$ cat src/rtl/etws_defs.svh
`ifndef ETWS_DEFS_SVH
`define ETWS_DEFS_SVH

// clock rate
`define ETWS_MCLK_MHZ         125
`define ETWS_MCLK_PERIOD_NS   8
// self-timed write, longest time in ms
`define ETWS_TWR_MS           10
`define ETWS_TWR_CYCLES       (`ETWS_TWR_MS * 1000 * `ETWS_MCLK_MHZ)
// output hold after the clock falls, least time in ns (rounded up)
`define ETWS_THOLD_NS         300
`define ETWS_THOLD_CYCLES \
  ((`ETWS_THOLD_NS + `ETWS_MCLK_PERIOD_NS - 1) / `ETWS_MCLK_PERIOD_NS)
// page buffer depth
`define ETWS_PAGE_BYTES       16
// control byte layout
`define ETWS_CTRL_LEAD_VAL    1'h1
`define ETWS_BYTE_BITS        4'h8
`define ETWS_ADDR_BITS        11
`define ETWS_BLOCK_LSB        8

`endif

$ cat src/rtl/etws_pkg.sv
package etws_pkg;

  typedef enum logic [2:0] {
    ST_IDLE,
    ST_RX,
    ST_ACK,
    ST_TX,
    ST_MACK
  } etws_state_t;

  typedef enum logic [1:0] {
    ROLE_CTRL,
    ROLE_WADDR,
    ROLE_WDATA
  } etws_role_t;

  // control byte as it arrives, first bit in the msb
  typedef struct packed {
    logic       lead;
    logic       cs_high;
    logic       cs_mid;
    logic       cs_low;
    logic [2:0] block;
    logic       rd;
  } etws_ctrl_t;

  // handed to the programming logic at the start of a write cycle
  typedef struct packed {
    logic [10:0] addr;
    logic [4:0]  count;
  } etws_prog_t;

endpackage

$ cat src/rtl/etws_sync.sv
`timescale 1ns/100ps
module etws_sync #(
  parameter int unsigned WIDTH = 1
) (
  input  wire logic             mclk,
  input  wire logic             reset_n,
  input  wire logic [WIDTH-1:0] async_in,
  output logic      [WIDTH-1:0] sync_out
);

  logic [WIDTH-1:0] meta_q;

  // first stage feeds only the second
  always_ff @(posedge mclk or negedge reset_n) begin
    if (!reset_n) begin
      meta_q   <= '1;
      sync_out <= '1;
    end else begin
      meta_q   <= async_in;
      sync_out <= meta_q;
    end
  end

endmodule // etws_sync

$ cat src/rtl/etws_front_end.sv
`timescale 1ns/100ps
`include "etws_defs.svh"
// Overview of operation
// [RULE1] master drives clock, starts, stops; device slave
// [RULE2] master starts only when bus idle
// [RULE3] data change while clock high is start/stop
// [RULE4] data falling, clock high: start
// [RULE5] data rising, clock high: stop
// [RULE6] every command opens with start
// [RULE7] every operation closes with stop
// [RULE8] one bit per clock, sampled high
// [RULE9] keep latest sixteen written bytes, overwrite oldest
// [RULE10] addressed receiver acknowledges every byte
// [RULE11] master gives ninth clock for acknowledge
// [RULE12] acknowledge holds data low through high phase
// [RULE13] no acknowledge while programming runs
// [RULE14] master ends read by withholding acknowledge
// [RULE15] on missing acknowledge, release data line
// [RULE16] first byte after start is control
// [RULE17] control bits two-four match select pins
// [RULE18] middle select bit matches inverted pin
// [RULE19] next three bits pick block, address msbs
// [RULE20] last control bit: one read, zero write
// [RULE21] after start, match address, pick direction
// [RULE22] byte after write control loads address pointer
// [RULE23] stop after write starts timed programming
module etws_front_end #(
  parameter int unsigned WRITE_CYCLES = `ETWS_TWR_CYCLES,
  parameter int unsigned HOLD_CYCLES  = `ETWS_THOLD_CYCLES,
  parameter int unsigned PAGE_BYTES   = `ETWS_PAGE_BYTES
) (
  input  wire logic                      mclk,
  input  wire logic                      reset_n,
  input  wire logic                      scl_in,
  input  wire logic                      sda_in,
  output logic                           sda_out,
  output logic                           sda_oe_n,
  input  wire logic                      chip_select_pin_low,
  input  wire logic                      chip_select_pin_mid_inverted,
  input  wire logic                      chip_select_pin_high,
  output logic                           rd_req,
  output logic [`ETWS_ADDR_BITS-1:0]     rd_addr,
  input  wire logic [7:0]                rd_data,
  output logic                           prog_start,
  output etws_pkg::etws_prog_t           prog_info,
  output logic                           busy,
  input  wire logic [$clog2(PAGE_BYTES)-1:0] page_rd_idx,
  output logic [7:0]                     page_rd_data
);

  localparam int unsigned IW = $clog2(PAGE_BYTES);
  localparam int unsigned BW = $clog2(WRITE_CYCLES + 1);
  localparam int unsigned HW = $clog2(HOLD_CYCLES + 1);
  localparam int unsigned CW = $clog2(PAGE_BYTES + 1);

  logic [4:0]              pins_s;
  logic                    scl_s;
  logic                    sda_s;
  logic                    cs_low_s;
  logic                    cs_mid_s;
  logic                    cs_high_s;
  logic                    scl_prev_q;
  logic                    sda_prev_q;
  logic                    scl_rise;
  logic                    scl_fall;
  logic                    start_det;
  logic                    stop_det;
  etws_pkg::etws_state_t   state_q;
  etws_pkg::etws_role_t    role_q;
  logic [3:0]              bit_cnt_q;
  logic                    rd_mode_q;
  logic                    mack_q;
  logic [7:0]              rx_q;
  logic [7:0]              tx_q;
  etws_pkg::etws_ctrl_t    ctrl;
  logic                    byte_done;
  logic                    tx_done;
  logic                    addr_match;
  logic                    ctrl_ok;
  logic [`ETWS_ADDR_BITS-1:0] addr_q;
  logic [`ETWS_ADDR_BITS-1:0] wr_base_q;
  logic [7:0]              page_q [PAGE_BYTES];
  logic [CW-1:0]           wr_cnt_q;
  logic                    prog_go;
  logic [BW-1:0]           busy_cnt_q;
  logic [HW-1:0]           hold_cnt_q;
  logic                    want_low;
  logic                    rd_req_q;
  logic                    prog_start_q;
  etws_pkg::etws_prog_t    prog_info_q;
  logic [7:0]              page_rd_data_q;
  logic                    oe_n_q;

  etws_sync #(
    .WIDTH (5)
  ) u_sync (
    .mclk     (mclk),
    .reset_n  (reset_n),
    .async_in ({scl_in, sda_in, chip_select_pin_low,
                chip_select_pin_mid_inverted, chip_select_pin_high}),
    .sync_out (pins_s)
  );

  assign scl_s     = pins_s[4];
  assign sda_s     = pins_s[3];
  assign cs_low_s  = pins_s[2];
  assign cs_mid_s  = pins_s[1];
  assign cs_high_s = pins_s[0];

  always_ff @(posedge mclk or negedge reset_n) begin
    if (!reset_n) begin
      scl_prev_q <= 1'h1;
      sda_prev_q <= 1'h1;
    end else begin
      scl_prev_q <= scl_s;
      sda_prev_q <= sda_s;
    end
  end

  assign scl_rise  = scl_s & ~scl_prev_q; // [RULE8]
  assign scl_fall  = ~scl_s & scl_prev_q;
  assign start_det = scl_s & scl_prev_q & sda_prev_q & ~sda_s; // [RULE3] [RULE4]
  assign stop_det  = scl_s & scl_prev_q & ~sda_prev_q & sda_s; // [RULE3] [RULE5]

  assign ctrl      = etws_pkg::etws_ctrl_t'(rx_q);
  assign byte_done = (state_q == etws_pkg::ST_RX) && scl_fall
                     && (bit_cnt_q == `ETWS_BYTE_BITS);
  assign tx_done   = (state_q == etws_pkg::ST_TX) && scl_fall
                     && (bit_cnt_q == `ETWS_BYTE_BITS);

  // no answer at all while programming, own address included
  assign addr_match = (ctrl.lead == `ETWS_CTRL_LEAD_VAL) // [RULE16]
                      && (ctrl.cs_high == cs_high_s) // [RULE17]
                      && (ctrl.cs_mid == ~cs_mid_s) // [RULE18]
                      && (ctrl.cs_low == cs_low_s)
                      && !busy; // [RULE13]
  assign ctrl_ok   = byte_done && (role_q == etws_pkg::ROLE_CTRL) && addr_match; // [RULE21]

  // byte sequencing; start wins over anything in flight
  always_ff @(posedge mclk or negedge reset_n) begin
    if (!reset_n) begin
      state_q   <= etws_pkg::ST_IDLE;
      role_q    <= etws_pkg::ROLE_CTRL;
      bit_cnt_q <= 4'h0;
      rd_mode_q <= 1'h0;
      mack_q    <= 1'h0;
    end else if (start_det) begin
      state_q   <= etws_pkg::ST_RX; // [RULE21]
      role_q    <= etws_pkg::ROLE_CTRL; // [RULE16]
      bit_cnt_q <= 4'h0;
      rd_mode_q <= 1'h0;
    end else if (stop_det) begin
      state_q   <= etws_pkg::ST_IDLE;
    end else begin
      case (state_q)
        etws_pkg::ST_RX: begin
          if (scl_rise) begin
            bit_cnt_q <= bit_cnt_q + 4'h1;
          end else if (byte_done) begin
            bit_cnt_q <= 4'h0;
            if (role_q != etws_pkg::ROLE_CTRL || addr_match) begin
              state_q <= etws_pkg::ST_ACK; // [RULE10]
            end else begin
              state_q <= etws_pkg::ST_IDLE;
            end
            if (role_q == etws_pkg::ROLE_CTRL) begin
              rd_mode_q <= ctrl.rd; // [RULE20]
            end
          end
        end
        etws_pkg::ST_ACK: begin
          if (scl_fall) begin
            if (rd_mode_q) begin
              state_q <= etws_pkg::ST_TX;
            end else begin
              state_q <= etws_pkg::ST_RX;
              role_q  <= (role_q == etws_pkg::ROLE_CTRL) ? etws_pkg::ROLE_WADDR
                                                         : etws_pkg::ROLE_WDATA;
            end
          end
        end
        etws_pkg::ST_TX: begin
          if (scl_rise) begin
            bit_cnt_q <= bit_cnt_q + 4'h1;
          end else if (tx_done) begin
            bit_cnt_q <= 4'h0;
            state_q   <= etws_pkg::ST_MACK;
          end
        end
        etws_pkg::ST_MACK: begin
          if (scl_rise) begin
            mack_q <= ~sda_s;
          end else if (scl_fall) begin
            // missing acknowledge ends the read, line stays released
            state_q <= mack_q ? etws_pkg::ST_TX : etws_pkg::ST_IDLE; // [RULE15]
          end
        end
        default: begin
          state_q <= etws_pkg::ST_IDLE;
        end
      endcase
    end
  end

  always_ff @(posedge mclk or negedge reset_n) begin
    if (!reset_n) begin
      rx_q <= 8'h00;
    end else if (state_q == etws_pkg::ST_RX && scl_rise) begin
      rx_q <= {rx_q[6:0], sda_s}; // [RULE8]
    end
  end

  // next read byte asked for at control accept or master acknowledge
  always_ff @(posedge mclk or negedge reset_n) begin
    if (!reset_n) begin
      rd_req_q <= 1'h0;
    end else begin
      rd_req_q <= (ctrl_ok && ctrl.rd)
                  || (state_q == etws_pkg::ST_MACK && scl_fall && mack_q
                      && !start_det && !stop_det);
    end
  end

  always_ff @(posedge mclk or negedge reset_n) begin
    if (!reset_n) begin
      tx_q <= 8'hFF;
    end else if (rd_req_q) begin
      tx_q <= rd_data;
    end else if (state_q == etws_pkg::ST_TX && scl_fall && bit_cnt_q != 4'h0) begin
      tx_q <= {tx_q[6:0], 1'h1};
    end
  end

  // address pointer: block from control, word from first write byte
  always_ff @(posedge mclk or negedge reset_n) begin
    if (!reset_n) begin
      addr_q    <= '0;
      wr_base_q <= '0;
    end else if (ctrl_ok) begin
      addr_q[`ETWS_ADDR_BITS-1:`ETWS_BLOCK_LSB] <= ctrl.block; // [RULE19]
    end else if (byte_done && role_q == etws_pkg::ROLE_WADDR) begin
      addr_q[`ETWS_BLOCK_LSB-1:0]    <= rx_q; // [RULE22]
      wr_base_q[`ETWS_ADDR_BITS-1:0] <= {addr_q[`ETWS_ADDR_BITS-1:`ETWS_BLOCK_LSB], rx_q};
    end else if (byte_done && role_q == etws_pkg::ROLE_WDATA) begin
      // only the page bits move, upper address stays put
      addr_q[IW-1:0] <= addr_q[IW-1:0] + IW'(1); // [RULE9]
    end else if (tx_done) begin
      addr_q <= addr_q + `ETWS_ADDR_BITS'(1);
    end
  end

  // page buffer rolls over, so the latest bytes overwrite the oldest
  always_ff @(posedge mclk or negedge reset_n) begin
    if (!reset_n) begin
      for (int i = 0; i < PAGE_BYTES; i++) begin
        page_q[i] <= 8'h00;
      end
    end else if (byte_done && role_q == etws_pkg::ROLE_WDATA) begin
      page_q[addr_q[IW-1:0]] <= rx_q; // [RULE9]
    end
  end

  // a repeated start drops the pending page, as a random read needs
  always_ff @(posedge mclk or negedge reset_n) begin
    if (!reset_n) begin
      wr_cnt_q <= '0;
    end else if (start_det || stop_det) begin
      wr_cnt_q <= '0;
    end else if (byte_done && role_q == etws_pkg::ROLE_WDATA
                 && wr_cnt_q != CW'(PAGE_BYTES)) begin
      wr_cnt_q <= wr_cnt_q + CW'(1);
    end
  end

  assign prog_go = stop_det && !rd_mode_q && (wr_cnt_q != '0)
                   && (state_q != etws_pkg::ST_IDLE); // [RULE23]

  always_ff @(posedge mclk or negedge reset_n) begin
    if (!reset_n) begin
      prog_start_q <= 1'h0;
      prog_info_q  <= '0;
    end else begin
      prog_start_q <= prog_go;
      if (prog_go) begin
        prog_info_q.addr  <= wr_base_q;
        prog_info_q.count <= 5'(wr_cnt_q);
      end
    end
  end

  always_ff @(posedge mclk or negedge reset_n) begin
    if (!reset_n) begin
      busy_cnt_q <= '0;
    end else if (prog_go) begin
      busy_cnt_q <= BW'(WRITE_CYCLES); // [RULE23]
    end else if (busy_cnt_q != '0) begin
      busy_cnt_q <= busy_cnt_q - BW'(1);
    end
  end

  always_ff @(posedge mclk or negedge reset_n) begin
    if (!reset_n) begin
      page_rd_data_q <= 8'h00;
    end else begin
      page_rd_data_q <= page_q[page_rd_idx];
    end
  end

  always_comb begin
    want_low = 1'h0;
    case (state_q)
      etws_pkg::ST_ACK: want_low = 1'h1; // [RULE12]
      etws_pkg::ST_TX:  want_low = rd_req_q ? ~rd_data[7] : ~tx_q[7]; // byte may still be loading
      default:          want_low = 1'h0;
    endcase
  end

  // data only changes a hold time after the clock falls, so our own
  // edge is never seen as a start or stop
  always_ff @(posedge mclk or negedge reset_n) begin
    if (!reset_n) begin
      hold_cnt_q <= '0;
    end else if (scl_fall) begin
      hold_cnt_q <= HW'(HOLD_CYCLES); // [RULE8]
    end else if (hold_cnt_q != '0) begin
      hold_cnt_q <= hold_cnt_q - HW'(1);
    end
  end

  always_ff @(posedge mclk or negedge reset_n) begin
    if (!reset_n) begin
      oe_n_q <= 1'h1;
    end else if (state_q == etws_pkg::ST_IDLE || start_det || stop_det) begin
      oe_n_q <= 1'h1; // [RULE15]
    end else if (hold_cnt_q == HW'(1)) begin
      oe_n_q <= ~want_low; // [RULE12]
    end
  end

  assign sda_out      = 1'h0;
  assign sda_oe_n     = oe_n_q;
  assign rd_req       = rd_req_q;
  assign rd_addr      = addr_q;
  assign prog_start   = prog_start_q;
  assign prog_info    = prog_info_q;
  assign busy         = (busy_cnt_q != '0);
  assign page_rd_data = page_rd_data_q;

endmodule // etws_front_end

$ cat config.mk
export PLATFORM = sky130hd
export DESIGN_NAME = etws_front_end
export DESIGN_NICKNAME = d
export VERILOG_FILES = /design/src/rtl/etws_pkg.sv /design/src/rtl/etws_sync.sv /design/src/rtl/etws_front_end.sv
export VERILOG_INCLUDE_DIRS = /design/src /design/src/rtl
export SDC_FILE = /design/constraint.sdc
export NUM_CORES = 1
export LEC_CHECK = 0
export BUFFER_PORTS_ARGS = -buffer_cell sky130_fd_sc_hd__clkbuf_2
export CAP_MARGIN = 20
export CORE_MARGIN = 2
export CORE_UTILIZATION = 30
export DETAILED_ROUTE_END_ITERATION = 16
export GPL_TIMING_DRIVEN = 0
export PLACE_DENSITY = 0.5
export SYNTH_ARGS = -nofsm -noshare
export SYNTH_HDL_FRONTEND = slang
export SYNTH_SLANG_ARGS = --single-unit
export TNS_END_PERCENT = 20
$ cat constraint.sdc
create_clock -name mclk -period 2.96 [get_ports mclk]
set_input_delay 0.148 -clock mclk [delete_from_list [all_inputs] [get_ports mclk]]
set_output_delay 0.148 -clock mclk [all_outputs]
set_load 0.01 [all_outputs]
# Yosys cells after proc, flatten, opt, wreduce, memory -nomap -nowiden

Cells that the tools add are included.

Reductions and logical operators: 64
Multipliers: 0
Eq/ne operators: 27
Mux-type cells: 56
Shift-type cells: 0
$add $sub $neg: 6
Div/mod/pow operators: 0
Order comparisons: 3
Bitwise operators: 20

Operators with widths:

| kind                  | count |
|---|---|
| $bwmux 128            | 1 |
| $mux 8                | 6 |
| $mux 21               | 2 |
| $ne 4x4->1 const B    | 9 |
| $mux 3                | 11 |
| $bmux 8 s4            | 1 |
| $demux 8 s4           | 1 |
| $mux 4                | 7 |
| $reduce_bool 2->1     | 13 |
| $logic_and 1x1->1     | 24 |
| $reduce_bool 21->1    | 1 |
| $sub 21x1->21 const B | 1 |
| $mux 2                | 9 |
| $mux 6                | 2 |
| $pmux 3 s4            | 1 |
| $reduce_and 4->1      | 3 |
| $add 11x1->11 const B | 1 |
| $mux 11               | 1 |
| $not 1->1             | 11 |
| $ge 5x5->1 const B    | 2 |
| $mux 5                | 2 |
| $ne 2x2->1 const B    | 5 |
| $not 4->5             | 2 |
| $mux 1                | 9 |
| other kinds (30)      | 51 |

Bits in latches: 0
Output and inout port bits: 40
Memories kept: 0
Memory bits (read-only): 0
Word-level logic and storage cells: 216
Input port bits: 19
Register bits after elaboration: 248
Memory bits (writable): 0

# Longest topological paths before layout

Depth after elaboration: 12
Mapped depth: 10
Mapped depth without buffers: 7

# Hierarchy

From an unflattened synthesis, not the netlist that was laid out.

Cells, all modules: 869
Area total of the unflattened synthesis: 11429.7 um2

By module, submodules not included:

| module         | cells an instance | area each (um2) | times used | seq. area each (um2) |
|---|---|---|---|---|
| etws_front_end | 859               | 11167.0         | 1          | 5969.5 |
| etws_sync      | 10                | 262.8           | 1          | 262.8 |

# Least setup slack after synthesis

Ideal clock, no wire load.

Path type: register to register
Start: reg busy_cnt_q[3]
End: reg addr_q[10] (netlist: rd_addr[10])
Library setup time: 125 ps
Path buffers: 2
Cell stages (with the launch flop): 8
Clock period less this slack: 2254 ps
Data required time: 2835 ps
Path slack: 706 ps
Data arrival time: 2129 ps
Cells stage by stage: dfrtp_1 > or4_1 > buf_2 > nand4b_4 > or2_1 > buf_2 > nor3_2 > mux2_2

Longest elaborated chain between the ends: 6
Elaborated cells between the ends (all ways): 9
Those cells by class: eq/ne: 2; mux: 1; reduce/logical: 6

Ends and longest elaborated chain:

| what                                                                    | RTL line              | RTL |
|---|---|---|
| from (decl)                                                             | etws_front_end.sv:85  | `logic [BW-1:0] busy_cnt_q;` |
| from (signal assigned)                                                  | etws_front_end.sv:295 | `busy_cnt_q <= BW'(WRITE_CYCLES);` |
| from (signal assigned)                                                  | etws_front_end.sv:297 | `busy_cnt_q <= busy_cnt_q - BW'(1);` |
| $reduce_bool 21->1 *                                                    | etws_front_end.sv:346 | `assign busy = (busy_cnt_q != '0);` |
| $logic_not 1->1 *                                                       | etws_front_end.sv:136 | `&& !busy;` |
| $logic_and 1x1->1 *                                                     | etws_front_end.sv:132 | `` assign addr_match = (ctrl.lead == `ETWS_CTRL_LEAD_VAL) `` |
| $logic_and 1x1->1 *                                                     | etws_front_end.sv:137 | `assign ctrl_ok = byte_done && (role_q == etws_pkg::ROLE_CTRL) && addr_match;` |
| $ne 2x2->1 (no source line) / $reduce_bool 2->1 (equally long branches) | n/a                   |  |
| $reduce_and 3->1 (no source line)                                       | n/a                   |  |
| to (signal, indexed assignment)                                         | etws_front_end.sv:240 | `` addr_q[`ETWS_ADDR_BITS-1:`ETWS_BLOCK_LSB] <= ctrl.block; `` |
| to (signal, indexed assignment)                                         | etws_front_end.sv:242 | `` addr_q[`ETWS_BLOCK_LSB-1:0] <= rx_q; `` |
| to (signal, indexed assignment)                                         | etws_front_end.sv:246 | `addr_q[IW-1:0] <= addr_q[IW-1:0] + IW'(1);` |
| to (decl)                                                               | etws_front_end.sv:80  | `` logic [`ETWS_ADDR_BITS-1:0] addr_q; `` |

Every way passes the cells marked *; elsewhere a longest branch is shown, timed or not.
A chain may end at the register's enable or synchronous reset.

# Final worst setup path

Start: reg state_q[0]
End: reg page_q[32] (netlist bit)

Longest elaborated chain between the ends: 4

Ends and longest elaborated chain:

| what                            | RTL line              | RTL |
|---|---|---|
| from (decl)                     | etws_front_end.sv:68  | `etws_pkg::etws_state_t state_q;` |
| from (signal assigned)          | etws_front_end.sv:142 | `state_q <= etws_pkg::ST_IDLE;` |
| from (signal assigned)          | etws_front_end.sv:148 | `state_q <= etws_pkg::ST_RX;` |
| from (signal assigned)          | etws_front_end.sv:153 | `state_q <= etws_pkg::ST_IDLE;` |
| $eq 3x1->1                      | etws_front_end.sv:126 | `assign byte_done = (state_q == etws_pkg::ST_RX) && scl_fall` |
| $logic_and 1x1->1 (2 in a row)  | etws_front_end.sv:126 |  |
| $logic_and 1x1->1               | etws_front_end.sv:258 | `end else if (byte_done && role_q == etws_pkg::ROLE_WDATA) begin` |
| to (signal, indexed assignment) | etws_front_end.sv:259 | `page_q[addr_q[IW-1:0]] <= rx_q;` |
| to (decl)                       | etws_front_end.sv:82  | `logic [7:0] page_q [PAGE_BYTES];` |

No other way between the ends.

==> impl_results.md <==
- Status: completed
- Antenna violations before repair: 0
- Worst Hold Class: primary input to asynchronous set/reset pin
- Final setup viols: 0
- Path depth of the worst reg2reg path: 5
- Syn. warnings: 0
- Final Skew: 12.34 ps
- Met3 GRT Util: 1.891%
- Max clock buf depth: 3
- Initial DRC count: 571
- Die H: 198.4 um
- Post-synth EDFFs: 0
- M2 GR Usage: between 20 and 25%
- Full die area: a little under 0.04 sq mm
- Slew @ Worst Pin: 1013 ps
- Die X: ~200 um
- Relative slew slack: 32.23%
- Tot GR Track Use: 14.02%
- Routability Congestion: 0.7702
- Final hold vios: 0
- Buf/Inv on CP: 0
- P per Cell Area: 590.6 mW/mm^2
- CTS buffer count: 28
- Drt drc: 0
- Post-synth cell types: 64
- Clock Latency Late Sink: 540 ps
- CP max stage delay: 500 ps
- Initial core utilization: 30.30%
- Yosys top cell by area: dfrtp_1
- Layout cells sized above 1: 32.28%
- First-pass GRT wire length: 43200 um
- CTS root buf: clkbuf_16
- Crit path time final: ~2700 ps
- Most used routing layer: met2
- Maximum VDD drop: 0.0003746 V
- Std-Cell Rows: slightly above 70
- Tcrit/Tclk final: 90.93%
- Worst setup margin: roughly 270 ps
- I/O pin count: 59
- Main area contributors after synthesis: dfrtp_1 50%, mux2_2 14%, mux4_2 7.9%
- Crit Path Max Fanout: 8
- Initial DRT Pass Iterations: 5
- Number of global-route vias before repair: 7460
- Nets: 1027
- Critical path class: flop to flop
- Commonest non-fill, non-tap cell in the layout: dfrtp_1
- Mapped Area: 0.01133 sq mm
- Core Area: 0.03740 sq mm
- Area growth syn-to-layout: 18.06%
- Primary FF master, synth: dfrtp_1
- Reg clk slew, reported paths: 60 ps
- GR Layer Usage met1: 19.91%
- FMAX: 371.6 MHz
- Largest net degree at the start of global routing: 105
- Synthesized net count: 926
- N_diodes: 0
- Sequential area share after synthesis: between 50% and 60%
- Worst EP required: 3380 ps
- Arr. time, crit path: around 3100 ps
- DP HPWL: 18450 um
- Post-route ant nets: 0
- Max-cap violations: 0
- Final slew viol count: 0
- Worst setup EP type: flop
- Share of the synthesized area in the top cell type: 50.12%
- RSZ-0062 raised after global routing: false
- Clock sinks: 248
- Postcts setup bufs: 0
- Final Util: 35.78%
- Leak pwr: 6.332 nW
- GRT Residual Overflow: 0
- Top delay family on crit path: simple AND/OR/NAND/NOR gates
- Worst setup SP type: flop
- Crit-path slowest cell: nor4_2
- Pre-CTS WS: slightly above 80 ps
- Synthesized area per cell: around 13 sq um
- Post-Synthesis Cells: 895
- Htree depth: 1
- CTS tree: built
- WL/cell: 17.42 um
- Multi-input logic area: 0.004828 sq mm
- Flip-flop and latch area: 0.006232 sq mm
- Vias: slightly above 7000
- Ys async rst share: 100.0%
- Register bit total from synthesis: 248
- # fillers: 3681
- Vias/cell: 4.760
- Port Buffers: 54
- Total wire length: roughly 27000 um
- CP Depth: 5
- Crit-path cells: nor3b_1 -> nand3_1 -> nor4_2 -> nand2_1 -> mux2_1
- Commonest non-fill, non-tap cells in the layout: 227 x dfrtp_1, 139 x mux2_2, 120 x nand2_1
## what timing repair did
item                                   in CTS  in global routing
setup endpoints to repair                   0                 11
resized for setup                           0                  3
endpoints found under the hold margin      68                  0
hold buffers                               14                  0
## routing by layer
metal  wire [um]  vias to the layer above
met5           0                        -
met4         579                        0
met3         861                       33
met2       12430                      104
met1       12730                     3710
li1            -                     3421
## cell type report
type / count / share of cell area [%]
Multi-Input combinational cell: 578 / 36.09
Clock inverter: 5 / 0.3740
Timing Repair Buffer: 71 / 3.656
Buffer: 51 / 1.552
Inverter: 18 / 0.5050
Clock buffer: 45 / 6.471
Tap cell: 511 / 4.778
Sequential cell: 248 / 46.58
## through the flow
step	setup TNS (ps)	cell area, sq um	hold WS (ps)	cells	power, mW
2_1_floorplan	0	11330	-147.6	895	4.159
3_3_place_gp	-877980	12240	238.2	1460	4.538
3_5_place_dp	0	12320	159.8	1463	4.556
4_1_cts	0	13380	149.6	1527	8.052
5_1_grt	0	13380	187.5	1527	8.278
6_report	0	13380	158.4	1527	7.903
## logic make-up (layout without fill, tap and decap cells)
logic type      Yosys count  in the layout  share of synthesized area (%)
simple gates            266            266                          12.04
flops                   248            248                          54.99
mux                     192            192                          22.92
compound gates           86             86                          4.659
buf+inv                  69            190                          2.407
xor+xnor                 21             21                          1.623
fa+ha+maj                12             12                          1.325
other cells               1              1                        0.03309
## cells in the mapped netlist (4+ instances only)
master / n
o21ai_0: 37
xor2_1: 9
buf_1: 6
ha_1: 12
buf_2: 7
dfrtp_1: 227
nand4_1: 10
nand3_1: 9
mux2i_1: 12
nand3b_1: 4
inv_1: 18
nor3_1: 16
or4_1: 5
nor2b_1: 4
mux2_2: 139
nand2_1: 120
o31a_1: 4
xnor2_1: 12
dfstp_2: 21
clkbuf_1: 36
and2_1: 5
a21oi_1: 16
nand2b_1: 6
nor4_1: 12
a31oi_1: 4
or3_1: 6
mux4_2: 40
nor2_1: 40
o211ai_1: 4
## power breakdown
part           internal, mW  switching (mW)  total, mW  leakage (nW)
sequential             3.51           0.103       3.62          3.37
combinational         0.260           0.615      0.875          2.51
clock                  2.07            1.34       3.41         0.454
total                  5.84            2.06       7.90          6.33
## state kept, by name, summed over array words and instances (netlist names)
| signal | cells |
|---|---|
| page_q | 128 |
| busy_cnt_q | 21 |
| prog_info | 16 |
| rd_addr | 11 |
| wr_base_q | 11 |
| ctrl | 8 |
| page_rd_data | 8 |
| tx_q | 8 |
| hold_cnt_q | 6 |
| u_sync.meta_q | 5 |
| u_sync.sync_out | 5 |
| wr_cnt_q | 5 |
| bit_cnt_q | 4 |
| state_q | 3 |
| role_q | 2 |
| mack_q | 1 |
| prog_start | 1 |
| rd_mode_q | 1 |
| rd_req | 1 |
| scl_prev_q | 1 |
| sda_oe_n | 1 |
| sda_prev_q | 1 |
## path summary, 6_finish.rpt
check,start,endpoint,slack (ps)
hold / removal,reset_n,hold_cnt_q[5]$_DFFE_PN0P_,160
min in group mclk,page_rd_idx[3],page_rd_data[6]$_DFF_PN0_,200
hold reg to reg,u_sync.meta_q[1]$_DFF_PN1_,u_sync.sync_out[1]$_DFF_PN1_,360
setup / recovery,state_q[0]$_DFFE_PN0P_,page_q[32]$_DFFE_PN0P_,270
max in group asynchronous,reset_n,page_q[63]$_DFFE_PN0P_,1480
setup reg to reg,state_q[0]$_DFFE_PN0P_,page_q[32]$_DFFE_PN0P_,270
No activity file was read; power rests on OpenSTA's default activity.
